### src/hw/dpc_pkg.sv
package dpc_pkg;

  // ---------------------------------------------------------------
  // register map
  // ---------------------------------------------------------------
  localparam logic [31:0] DPC_CTRL_OFFSET  = 32'h0000_0000;
  localparam logic [31:0] DPC_STAT_OFFSET  = 32'h0000_0004;
  localparam int          DPC_ADDR_BITS    = 4;

  // ---------------------------------------------------------------
  // field positions of the control and status words
  // ---------------------------------------------------------------
  localparam int          DPC_USB_BIT      = 7;
  localparam int          DPC_SER1_BIT     = 6;
  localparam int          DPC_SER2_BIT     = 5;
  localparam int          DPC_SYNC1_BIT    = 4;
  localparam int          DPC_SCAN_BIT     = 3;
  localparam int          DPC_TRACE_BIT    = 2;
  localparam int          DPC_HALT_BIT     = 0;
  localparam int          DPC_HOLD_BIT     = 1;
  localparam int          DPC_NUM_PERIPH   = 4;

  // ---------------------------------------------------------------
  // reset values
  // ---------------------------------------------------------------
  // stored field holds word bits 7..2, so scan enable (word bit 3) is
  // field bit 1: the word reads 0x08 after reset
  localparam logic [5:0]  DPC_CTRL_RESET   = 6'h02;
  localparam logic [31:0] DPC_RSVD_READ    = 32'h0000_0000;
  localparam logic [1:0]  DPC_RESP_OKAY    = 2'h0;
  localparam logic [1:0]  DPC_HTRANS_IDLE  = 2'h0;
  localparam logic [2:0]  DPC_HSIZE_WORD   = 3'h2;

endpackage : dpc_pkg
### src/hw/dpc_debug_port_control.sv
`timescale 1ns/100ps
`default_nettype none

module dpc_debug_port_control
  import dpc_pkg::*;
(
  input  wire logic        hclk,
  input  wire logic        hresetn,
  input  wire logic        hsel,
  input  wire logic [31:0] haddr,
  input  wire logic [1:0]  htrans,
  input  wire logic        hwrite,
  input  wire logic [2:0]  hsize,
  input  wire logic [31:0] hwdata,
  input  wire logic        hready,
  output logic      [31:0] hrdata,
  output logic             hreadyout,
  output logic             hresp,
  input  wire logic        debug_halt,
  input  wire logic        usb_freeze_setting,
  input  wire logic        serial_port1_freeze_setting,
  input  wire logic        serial_port2_freeze_setting,
  input  wire logic        sync_port1_freeze_setting,
  output logic             usb_halt_override,
  output logic             serial_port1_halt_override,
  output logic             serial_port2_halt_override,
  output logic             sync_port1_halt_override,
  output logic             usb_freeze,
  output logic             serial_port1_freeze,
  output logic             serial_port2_freeze,
  output logic             sync_port1_freeze,
  output logic             scan_port_enable,
  output logic             trace_output_enable
);

  // ---------------------------------------------------------------
  // state
  // ---------------------------------------------------------------
  typedef struct packed {
    logic                      halt_meta;
    logic                      halt_sync;
    logic                      wr_pend;
    logic [DPC_ADDR_BITS-1:0]  wr_addr;
    logic [5:0]                ctrl;
    logic [DPC_NUM_PERIPH-1:0] freeze;
    logic [31:0]               rdata;
  } dpc_state_s;

  dpc_state_s state;
  dpc_state_s next_state;

  logic [DPC_NUM_PERIPH-1:0] freeze_setting;
  logic [DPC_NUM_PERIPH-1:0] override_bits;
  logic [DPC_NUM_PERIPH-1:0] next_freeze;
  logic                      take;
  logic                      rd_take;
  logic [DPC_ADDR_BITS-1:0]  addr_idx;
  logic                      wr_ctrl;
  logic [5:0]                wr_field;
  logic [5:0]                ctrl_now;
  logic [31:0]               read_word;

  assign freeze_setting = {usb_freeze_setting, serial_port1_freeze_setting,
                           serial_port2_freeze_setting,
                           sync_port1_freeze_setting};
  // ctrl[5:2] hold bits 7..4 of the word: usb, port1, port2, sync1
  assign override_bits  = state.ctrl[5:2];

  // ---------------------------------------------------------------
  // freeze gates, one per peripheral
  // ---------------------------------------------------------------
  genvar gi;
  generate
    for (gi = 0; gi < DPC_NUM_PERIPH; gi++) begin : g_gate
      dpc_freeze_gate u_gate (
        .halt_sync      (state.halt_sync),
        .freeze_setting (freeze_setting[gi]),
        .halt_override  (override_bits[gi]),
        .freeze         (next_freeze[gi])
      );
    end
  endgenerate

  // ---------------------------------------------------------------
  // bus decode
  // ---------------------------------------------------------------
  // a transfer is taken only once the previous one has completed;
  // hsize is not decoded, every access is treated as a whole word
  assign take     = hsel & hready & htrans[1];
  assign rd_take  = take & ~hwrite;
  assign addr_idx = haddr[DPC_ADDR_BITS-1:0];

  // the control write lands at the end of its data phase
  assign wr_ctrl  = state.wr_pend &
                    (state.wr_addr == DPC_CTRL_OFFSET[DPC_ADDR_BITS-1:0]);

  // reserved bits 31..8 and 1..0 are dropped on the way in, so what
  // software puts there cannot disturb the stored field
  assign wr_field = hwdata[DPC_USB_BIT:DPC_TRACE_BIT];

  // a read whose address phase overlaps the data phase of a control
  // write must already see the new word, so the write is forwarded
  assign ctrl_now = wr_ctrl ? wr_field : state.ctrl;

  // ---------------------------------------------------------------
  // read mux
  // ---------------------------------------------------------------
  // reserved bits read zero; software ignores them anyway
  always_comb begin
    read_word = DPC_RSVD_READ;
    case (addr_idx)
      DPC_CTRL_OFFSET[DPC_ADDR_BITS-1:0]: begin
        read_word[DPC_USB_BIT:DPC_TRACE_BIT] = ctrl_now;
      end
      DPC_STAT_OFFSET[DPC_ADDR_BITS-1:0]: begin
        read_word[DPC_HALT_BIT]              = state.halt_sync;
        read_word[DPC_USB_BIT:DPC_SYNC1_BIT] = state.freeze;
      end
      default: begin
        // unmapped offsets read zero and ignore writes
        read_word = DPC_RSVD_READ;
      end
    endcase
  end

  // ---------------------------------------------------------------
  // usage notes
  // ---------------------------------------------------------------
  // the slave never stretches a transfer: hreadyout is tied high and
  // the response is always okay, so a master sees one data phase per
  // access. read data is registered at the address phase and stands
  // until the next read is taken.
  //
  // only the low address bits are decoded, so the two words repeat
  // through the whole window that the fabric hands to this slave.
  // a narrow write is treated as a full word write: masters must use
  // word accesses, or they will clear neighbouring fields.
  //
  // the halt input comes from the core's debug logic in another clock
  // domain and passes two flops before anything reads it; a freeze
  // therefore follows the halt by three clocks. the freeze settings
  // and overrides come from this clock and add one flop only.
  //
  // the freeze outputs are levels. a peripheral that samples them on
  // its own clock must synchronise them itself; they change rarely,
  // so two flops on the far side are enough.
  //
  // the scan port enable comes out of reset set, so a debugger can
  // attach before software runs. software that clears it shuts the
  // scan port until the next reset or rewrite.
  //
  // status bits are read only; a write to the status word is ignored.

  // ---------------------------------------------------------------
  // next state
  // ---------------------------------------------------------------
  // writes land one cycle after the address phase, with hwdata valid
  always_comb begin
    next_state           = state;
    next_state.halt_meta = debug_halt;
    next_state.halt_sync = state.halt_meta;
    next_state.freeze    = next_freeze;
    next_state.wr_pend   = take & hwrite;
    next_state.wr_addr   = addr_idx;
    next_state.ctrl      = ctrl_now;
    if (rd_take) begin
      next_state.rdata = read_word;
    end
  end

  // ---------------------------------------------------------------
  // registers
  // ---------------------------------------------------------------
  always_ff @(posedge hclk or negedge hresetn) begin
    if (!hresetn) begin
      state           <= '0;
      state.ctrl      <= DPC_CTRL_RESET;
    end else begin
      state <= next_state;
    end
  end

  // ---------------------------------------------------------------
  // outputs, all straight from flip-flops except hreadyout and hresp, which are tied
  // ---------------------------------------------------------------
  assign hrdata                     = state.rdata;
  assign hreadyout                  = 1'b1;  // zero wait states
  assign hresp                      = 1'b0;  // always okay
  assign usb_halt_override          = state.ctrl[5];
  assign serial_port1_halt_override = state.ctrl[4];
  assign serial_port2_halt_override = state.ctrl[3];
  assign sync_port1_halt_override   = state.ctrl[2];
  assign scan_port_enable           = state.ctrl[1];
  assign trace_output_enable        = state.ctrl[0];
  assign usb_freeze                 = state.freeze[3];
  assign serial_port1_freeze        = state.freeze[2];
  assign serial_port2_freeze        = state.freeze[1];
  assign sync_port1_freeze          = state.freeze[0];

endmodule : dpc_debug_port_control

`default_nettype wire

### src/hw/dpc_freeze_gate.sv
`timescale 1ns/100ps
`default_nettype none

// one peripheral's freeze decision: the override, when set, keeps the
// peripheral running even while the core is halted in debug mode
module dpc_freeze_gate (
  input  wire logic halt_sync,
  input  wire logic freeze_setting,
  input  wire logic halt_override,
  output logic      freeze
);

  assign freeze = halt_sync & freeze_setting & ~halt_override;

endmodule : dpc_freeze_gate

`default_nettype wire

### config.mk
export PLATFORM = sky130hd
export DESIGN_NAME = dpc_debug_port_control
export DESIGN_NICKNAME = d
export VERILOG_FILES = /design/src/hw/dpc_pkg.sv /design/src/hw/dpc_debug_port_control.sv /design/src/hw/dpc_freeze_gate.sv
export SDC_FILE = /design/constraint.sdc
export NUM_CORES = 1
export LEC_CHECK = 0
export BUFFER_PORTS_ARGS = -buffer_cell sky130_fd_sc_hd__buf_2
export CAP_MARGIN = 20
export CORE_UTILIZATION = 27
export CTS_CLUSTER_DIAMETER = 80
export DETAILED_ROUTE_END_ITERATION = 6
export PLACE_DENSITY_LB_ADDON = 0.25
export RECOVER_POWER = 50
export SYNTH_ARGS = -nofsm -noshare
export SYNTH_HDL_FRONTEND = slang
export SYNTH_HIERARCHICAL = 1
export SYNTH_SLANG_ARGS = --single-unit
### constraint.sdc
create_clock -name hclk -period 2.9 [get_ports hclk]
set_input_delay 0.58 -clock hclk [delete_from_list [all_inputs] [get_ports hclk]]
set_output_delay 0.58 -clock hclk [all_outputs]
set_load 0.02 [all_outputs]
==> results of run 1 <==
==> flip-flops by register name, indices dropped and copies added, names as in the netlist <==
register / flops
sync_port1_halt_override: 1
trace_output_enable: 1
next_state: 1
serial_port2_halt_override: 1
hrdata: 7
usb_halt_override: 1
serial_port1_halt_override: 1
serial_port1_freeze: 1
serial_port2_freeze: 1
state: 6
sync_port1_freeze: 1
usb_freeze: 1
scan_port_enable: 1
==> layout make-up <==
type                    instances  area share
well taps                      50      0.0491
flip-flops and latches         24       0.472
inverters                       1     0.00295
multi-input cells              55       0.289
repair buffers                 37       0.143
clock buffers                   4      0.0432
==> layer usage <==
layer | wire, µm | share of wire | vias to the layer above
met3 | 155 | 0.078 | 0
met1 | 814 | 0.41 | 343
met5 | 0 | 0 | -
met2 | 1020 | 0.51 | 39
met4 | 0 | 0 | 0
li1 | - | - | 313
==> through the flow <==
| stage | util | area, µm² |
|---|---|---|
| floorplan | - | 1230 |
| global placement | 0.303 | 1220 |
| detailed placement | 0.303 | 1220 |
| CTS | 0.317 | 1280 |
| global route | 0.316 | 1270 |
| finish | 0.316 | 1270 |
==> path summary, 6_finish.rpt <==
check / end / depth (start not counted) / slack, ps
hold reg to reg: state[47] / 0 / 360
hold / removal: state[47] / 0 / 360
max in group asynchronous: sync_port1_freeze / 1 / 1550
min in group asynchronous: serial_port1_freeze / 1 / 580
setup reg to reg: hrdata[3] / 3 / 1190
setup / recovery: hrdata[3] / 3 / 1190
==> synthesized netlist by cell type, drive strengths merged <==
master  instances  area [µm²]
nor3            1        10.0
a32o            2        20.0
a31o            4        35.0
dfstp           1        26.3
inv             1        3.75
nor4            1        21.3
or3             1        6.26
mux2            6        67.6
dfrtp          23         576
a22o            5        43.8
and4            1        8.76
conb            2        7.51
nand4b          1        8.76
buf            34         255
and3b           4        35.0
nor2            1        3.75
nand2b          1        6.26
==> kinds of logic after synthesis <==
family / count (synthesis) / synth area share
flops: 24 / 0.530
other cells: 2 / 0.00662
mux: 6 / 0.0595
buf+inv: 35 / 0.228
compound gates: 11 / 0.0871
simple gates: 11 / 0.0882
==> power groups by stage <==
stage | Sequential [mW] | Combinational (mW) | Clock [mW]
2_1_floorplan | 0.379 | 0.0827 | 0
3_3_place_gp | 0.367 | 0.0992 | 0
3_5_place_dp | 0.368 | 0.100 | 0
4_1_cts | 0.361 | 0.101 | 0.233
5_1_grt | 0.364 | 0.111 | 0.249
6_report | 0.361 | 0.0993 | 0.225
==> implementation parameters, run 1 <==
Parameter                              Value

Yosys
  Syn avg cell area ... 12.8 µm²
  Fraction of the yosys area taken by sequential cells ... 0.530
  Post-synth cell types ... 17
  Post-Synthesis Cell Area ... 1130 µm²
  Flip-flop and latch count after synthesis ... 24
  Yosys warning total ... 6
  Cells after Synth ... 89

Worst setup path
  CP max-delay cell ... sky130_fd_sc_hd__nor4_4
  Worst setup SP type ... register
  Maximum cell stage delay along the critical path ... 540 ps
  Origin of the critical flop-to-flop path ... state[43]
  Crit-path max FO ... 6
  Family with the most delay on the worst path ... simple AND/OR/NAND/NOR gates
  Buffer and inverter count on the worst path ... 0
  Cells along the critical path ... nor4_4 -> mux2_2 -> a32o_1
  Arrival time of the worst setup path ... 1860 ps
  Critical path launch point ... state[43]
  Nature of the critical path endpoint ... register
  Kind of critical path ... reg -> reg
  Required time of the critical path ... 3050 ps

Route
  DRT Pass-1 Iters ... 4
  Via density per instance ... 4.06
  # DRC ... 0
  Drt wl/cell ... 11.6 µm
  Number of DRC markers in iteration 0 ... 9
  Number of routed nets with antenna violations ... 0
  Total number of vias ... 695
  Overall routed net length ... 1990 µm

Power
  Fraction of power consumed by combinational cells ... 0.145
  Share of total power in the clock network ... 0.328
  Power consumption ... 0.685 mW
  VDD IR max ... 0.232 mV
  Power share of the sequential group ... 0.527
  Switching Share ... 0.267
  Net Sw Power ... 0.183 mW
  Internal portion of total power ... 0.502 mW
  Pwr/cell area ... 537 nW/µm²
  P_leak ... 0.694 nW

Run status
  Run status ... complete, no violations

Finish
  Register area ... 602 µm²
  Post-layout instance count excluding filler cells ... 171
  Commonest cells after routing, fill and taps aside ... 35 x sky130_fd_sc_hd__buf_2, 27 x sky130_fd_sc_hd__conb_1, 23 x sky130_fd_sc_hd__dfrtp_1, 6 x sky130_fd_sc_hd__mux2_2, 5 x sky130_fd_sc_hd__a22o_1
  Diode count ... 0
  Share of post-route cells with drive strength above 1 ... 0.430
  Total number of nets in the final design ... 201
  Signed area change from the synthesized netlist to the final layout ... 12.2%
  Area taken by multi-input logic gates ... 368 µm²
  Most common library cell in the layout ignoring fill and taps ... sky130_fd_sc_hd__buf_2
  Filler Cell Count ... 432

GRT
  Antenna violations before repair ... 0
  Overflow after GRT ... 0
  Fraction of met2 tracks used by global routing ... 0.173
  Maximum number of pins on one net before global-route repair ... 25
  Total Routing Usage GR ... 0.100
  Most utilized layer in the global route result ... met2
  Global-route track usage on met3 ... 0.0257
  Global-route wire length before repair ... 3350 µm
  Via count of the first global-routing pass ... 729
  GR met1 Demand/Resource ... 0.124

Floorplan
  Number of top-level pins ... 123
  Width of the die ... 66.8 µm
  Floorplan die area ... 4470 µm²
  Std-Cell Rows ... 23
  Die Y-Extent ... 66.8 µm
  Starting density of the core ... 0.282
  Core Region ... 4030 µm²

Timing
  Normalized max-slew margin ... 0.133
  Final period demand of the worst path ... 1710 ps
  Final max-slew violation count ... 0
  Number of hold violations in the final report ... 0
  Total setup violations reported at the end of the flow ... 0
  Hold Slack ... 361 ps
  Highest achievable clock rate ... 585 MHz
  Least-Margin Pin Slew ... 1300 ps
  Fin worst setup slack ... 1190 ps
  Final setup TNS ... 0 ps
  Final worst path period share ... 0.590
  Setup repair after global routing missed its margin ... false
  Fin Clk Skew ... 6.99 ps

Clock tree
  Root Buffer ... sky130_fd_sc_hd__clkbuf_8
  Clock latency on the worst-skew pair ... 260 ps
  Number of sinks handled by clock tree synthesis ... 24
  Clock tree from TritonCTS ... done
  Bufs on Longest Clock Path ... 2
  Count of hold-fix buffers inserted at cts ... 0
  Number of gates given a new drive strength after cts ... 0
  Post-CTS setup repair buffer count ... 0
  Count of H-tree levels built during CTS ... 1
  Reg clk slew, reported paths ... 90 ps
  Total clock buffers created by CTS ... 3

Placement
  # placed instances ... 167
  Post-Place Worst Slack ... 951 ps
  Port Buffers ... 37
  GP Congestion ... 0.639
  Dpl hpwl ... 1550 µm

Run
  Number of maximum-capacitance constraint violations ... 0

Hold path
  Path category of the worst min-delay check ... reg -> reg
  Hold path startpoint ... next_state[47]
Power figures use the tool's default switching activity.
==> inputs of run 2 (changes only) <==
--- a/config.mk
+++ b/config.mk
@@ -5,6 +5,7 @@
 export SDC_FILE = /design/constraint.sdc
 export NUM_CORES = 1
 export LEC_CHECK = 0
+export ABC_AREA = 1
 export BUFFER_PORTS_ARGS = -buffer_cell sky130_fd_sc_hd__buf_2
 export CAP_MARGIN = 20
 export CORE_UTILIZATION = 27
==> constraint.sdc (replaced) <==
create_clock -name hclk -period 1.4 [get_ports hclk]
set_input_delay 0.28 -clock hclk [delete_from_list [all_inputs] [get_ports hclk]]
set_output_delay 0.28 -clock hclk [all_outputs]
set_load 0.02 [all_outputs]
==> run 2 against run 1 <==
  * The run now ends with hold timing left
  * Synthesized cell count increased by 67%
  * Count of clock-buffer cells in the layout unchanged
  * Global-route usage is 0.071 points higher
  * Clock power up 110%
  * Power grew 130%
==> implementation parameters, run 2 <==
Parameter                              Value

Route
  Number of DRC markers in iteration 0 ... 41
  DRT Pass-1 Iters ... 4
  Total number of vias ... 914
  # DRC ... 0
  Via density per instance ... 3.69
  Overall routed net length ... 2470 µm
  Drt wl/cell ... 9.97 µm
  Number of routed nets with antenna violations ... 0

Yosys
  Fraction of the yosys area taken by sequential cells ... 0.455
  Post-synth cell types ... 17
  Top cell type by total area after synthesis ... sky130_fd_sc_hd__dfrtp_1
  Cells after Synth ... 149
  Flip-flop and latch count after synthesis ... 24
  Leading post-synthesis cells by instance count ... 34 x sky130_fd_sc_hd__buf_4, 23 x sky130_fd_sc_hd__dfrtp_1, 19 x sky130_fd_sc_hd__nand2_1, 17 x sky130_fd_sc_hd__inv_1, 15 x sky130_fd_sc_hd__nor2_1
  Yosys warning total ... 6
  Syn avg cell area ... 8.87 µm²
  Top area cells in the synthesized netlist ... sky130_fd_sc_hd__dfrtp_1 44%, sky130_fd_sc_hd__buf_4 19%, sky130_fd_sc_hd__nand2_1 5.4%
  Number of enable flip-flop cells after synthesis ... 0
  Post-Synthesis Cell Area ... 1320 µm²
  Most repeated cell in the gate-level netlist after synthesis ... sky130_fd_sc_hd__buf_4
  Prevailing post-synth register cell ... sky130_fd_sc_hd__dfrtp_1
  Area fraction of the dominant cell type after synthesis ... 0.436
  Post-synthesis async set-or-reset flop share ... 1.00

Clock tree
  Bufs on Longest Clock Path ... 2
  Count of H-tree levels built during CTS ... 1
  Number of sinks handled by clock tree synthesis ... 24
  Number of gates given a new drive strength after cts ... 0
  Post-CTS setup repair buffer count ... 0
  Clock tree from TritonCTS ... done
  Total clock buffers created by CTS ... 3
  Reg clk slew, reported paths ... 90 ps
  Clock latency on the worst-skew pair ... 260 ps
  Root Buffer ... sky130_fd_sc_hd__clkbuf_8
  Count of hold-fix buffers inserted at cts ... 0

GRT
  Antenna violations before repair ... 0
  Overflow after GRT ... 0
  Via count of the first global-routing pass ... 814
  Global-route wire length before repair ... 3910 µm
  Maximum number of pins on one net before global-route repair ... 25
  Total Routing Usage GR ... 0.101

Finish
  Commonest cells after routing, fill and taps aside ... 32 x sky130_fd_sc_hd__buf_2, 27 x sky130_fd_sc_hd__conb_1, 23 x sky130_fd_sc_hd__dfrtp_1, 19 x sky130_fd_sc_hd__nand2_1, 17 x sky130_fd_sc_hd__inv_1
  Number of flip-flops in the largest register ... 7
  Share of post-route cells with drive strength above 1 ... 0.276
  Diode count ... 0
  Signed area change from the synthesized netlist to the final layout ... 11.8%
  Most common library cell in the layout ignoring fill and taps ... sky130_fd_sc_hd__buf_2
  Total number of nets in the final design ... 261

Timing
  Hold Slack ... -5.62 ps
  Fin Clk Skew ... 1.63 ps
  Normalized max-slew margin ... 0.626
  Final setup TNS ... 0 ps
  Setup repair after global routing missed its margin ... false
  Final worst path period share ... 0.883
  Total setup violations reported at the end of the flow ... 0
  Least-Margin Pin Slew ... 561 ps
  Highest achievable clock rate ... 809 MHz
  Final max-slew violation count ... 0
  Number of hold violations in the final report ... 17
  Final period demand of the worst path ... 1240 ps

Worst setup path
  Arrival time of the worst setup path ... 960 ps
  Cells along the critical path ... buf_2
  Kind of critical path ... reg -> out
  Worst reg2reg setup slack ... 330 ps
  Cells on worst reg2reg path ... 4
  Maximum cell stage delay along the critical path ... 530 ps
  RR Endpoint ... hrdata[5]
  Origin of the critical flop-to-flop path ... state[45]
  Required time of the critical path ... 1120 ps
  Worst setup SP type ... register
  Family with the most delay on the worst path ... flip-flops
  Nature of the critical path endpoint ... output pin
  Buffer and inverter count on the worst path ... 1
  Crit-path max FO ... 2
  CP max-delay cell ... sky130_fd_sc_hd__dfstp_2

Run status
  Failing checks ... hold timing
  Run status ... complete, but fails checks

Floorplan
  Core Region ... 4720 µm²
  Width of the die ... 72.0 µm
  Starting density of the core ... 0.280
  Std-Cell Rows ... 25
  Number of top-level pins ... 123
  Floorplan die area ... 5180 µm²
  Die Y-Extent ... 72.0 µm

Placement
  Dpl hpwl ... 1930 µm
  GP Congestion ... 0.770
  Port Buffers ... 37

Run
  Number of maximum-capacitance constraint violations ... 0

Power
  P_leak ... 0.799 nW
  Power consumption ... 1.56 mW
  VDD IR max ... 0.542 mV
  Pwr/cell area ... 1060 nW/µm²

Hold path
  Path category of the worst min-delay check ... in -> async
[run 2: cell count changes after synthesis, moves of 12 or more]
| cell | previous run | this run |
|---|---|---|
| sky130_fd_sc_hd__nand2_1 | 0 | 19 |
| sky130_fd_sc_hd__inv_1 | 1 | 17 |
| sky130_fd_sc_hd__nor2_1 | 1 | 15 |
| sky130_fd_sc_hd__nand3_1 | 0 | 12 |
[run 2: metrics by stage]
step | util | worst slack [ps] | instances | cell area [µm²]
2_1_floorplan | - | 447 | 174 | 1420
3_3_place_gp | 0.303 | 257 | 244 | 1430
3_5_place_dp | 0.303 | 240 | 244 | 1430
4_1_cts | 0.314 | 151 | 248 | 1480
5_1_grt | 0.313 | 134 | 248 | 1480
6_report | 0.313 | 164 | 248 | 1480
[run 2: routing by layer]
layer | part of all wire | vias to the layer above | global-route usage
li1 | - | 462 | -
met1 | 0.47 | 410 | 0.142
met2 | 0.44 | 40 | 0.146
met3 | 0.076 | 2 | 0.0431
met4 | 0.0061 | 0 | 0.0196
met5 | 0 | - | 0
[run 2: cell type report]
cell class | instances | area, µm²
fillers | 522 | 3250
inverters | 18 | 67.6
flip-flops and latches | 24 | 602
clock buffers | 4 | 55.1
multi-input cells | 98 | 490
well taps | 67 | 83.8
repair buffers | 37 | 179
[run 2: cell families after synthesis]
group	count (synthesis)	share of synthesized area
AO/OA/AOI/OAI	1	0.00378
buffers and inverters	52	0.244
flip-flops	24	0.455
other	2	0.00568
AND/OR/NAND/NOR	70	0.291
[run 2: power breakdown]
group          internal, mW  switching, mW  total, mW
Combinational        0.0873          0.217      0.304
Sequential            0.745         0.0338      0.779
Clock                 0.251          0.226      0.477
[run 2: worst register-to-register path: cells and delay by family (launching register included)]
family | cells | cell delay (ps)
DFF | 1 | 400
and+or+nand+nor | 4 | 570
[run 2: worst max-delay path by stage]
stage	slack, ps	from	to	cells after the start
after global routing	130	scan_port_enable	scan_port_enable	1
final	160	scan_port_enable	scan_port_enable	1
after global placement	260	haddr[1]	hrdata[7]	6
after CTS	150	scan_port_enable	scan_port_enable	1
after detailed placement	240	hwrite	hrdata[5]	6
after floorplan	450	state[45]	serial_port1_halt_override	3
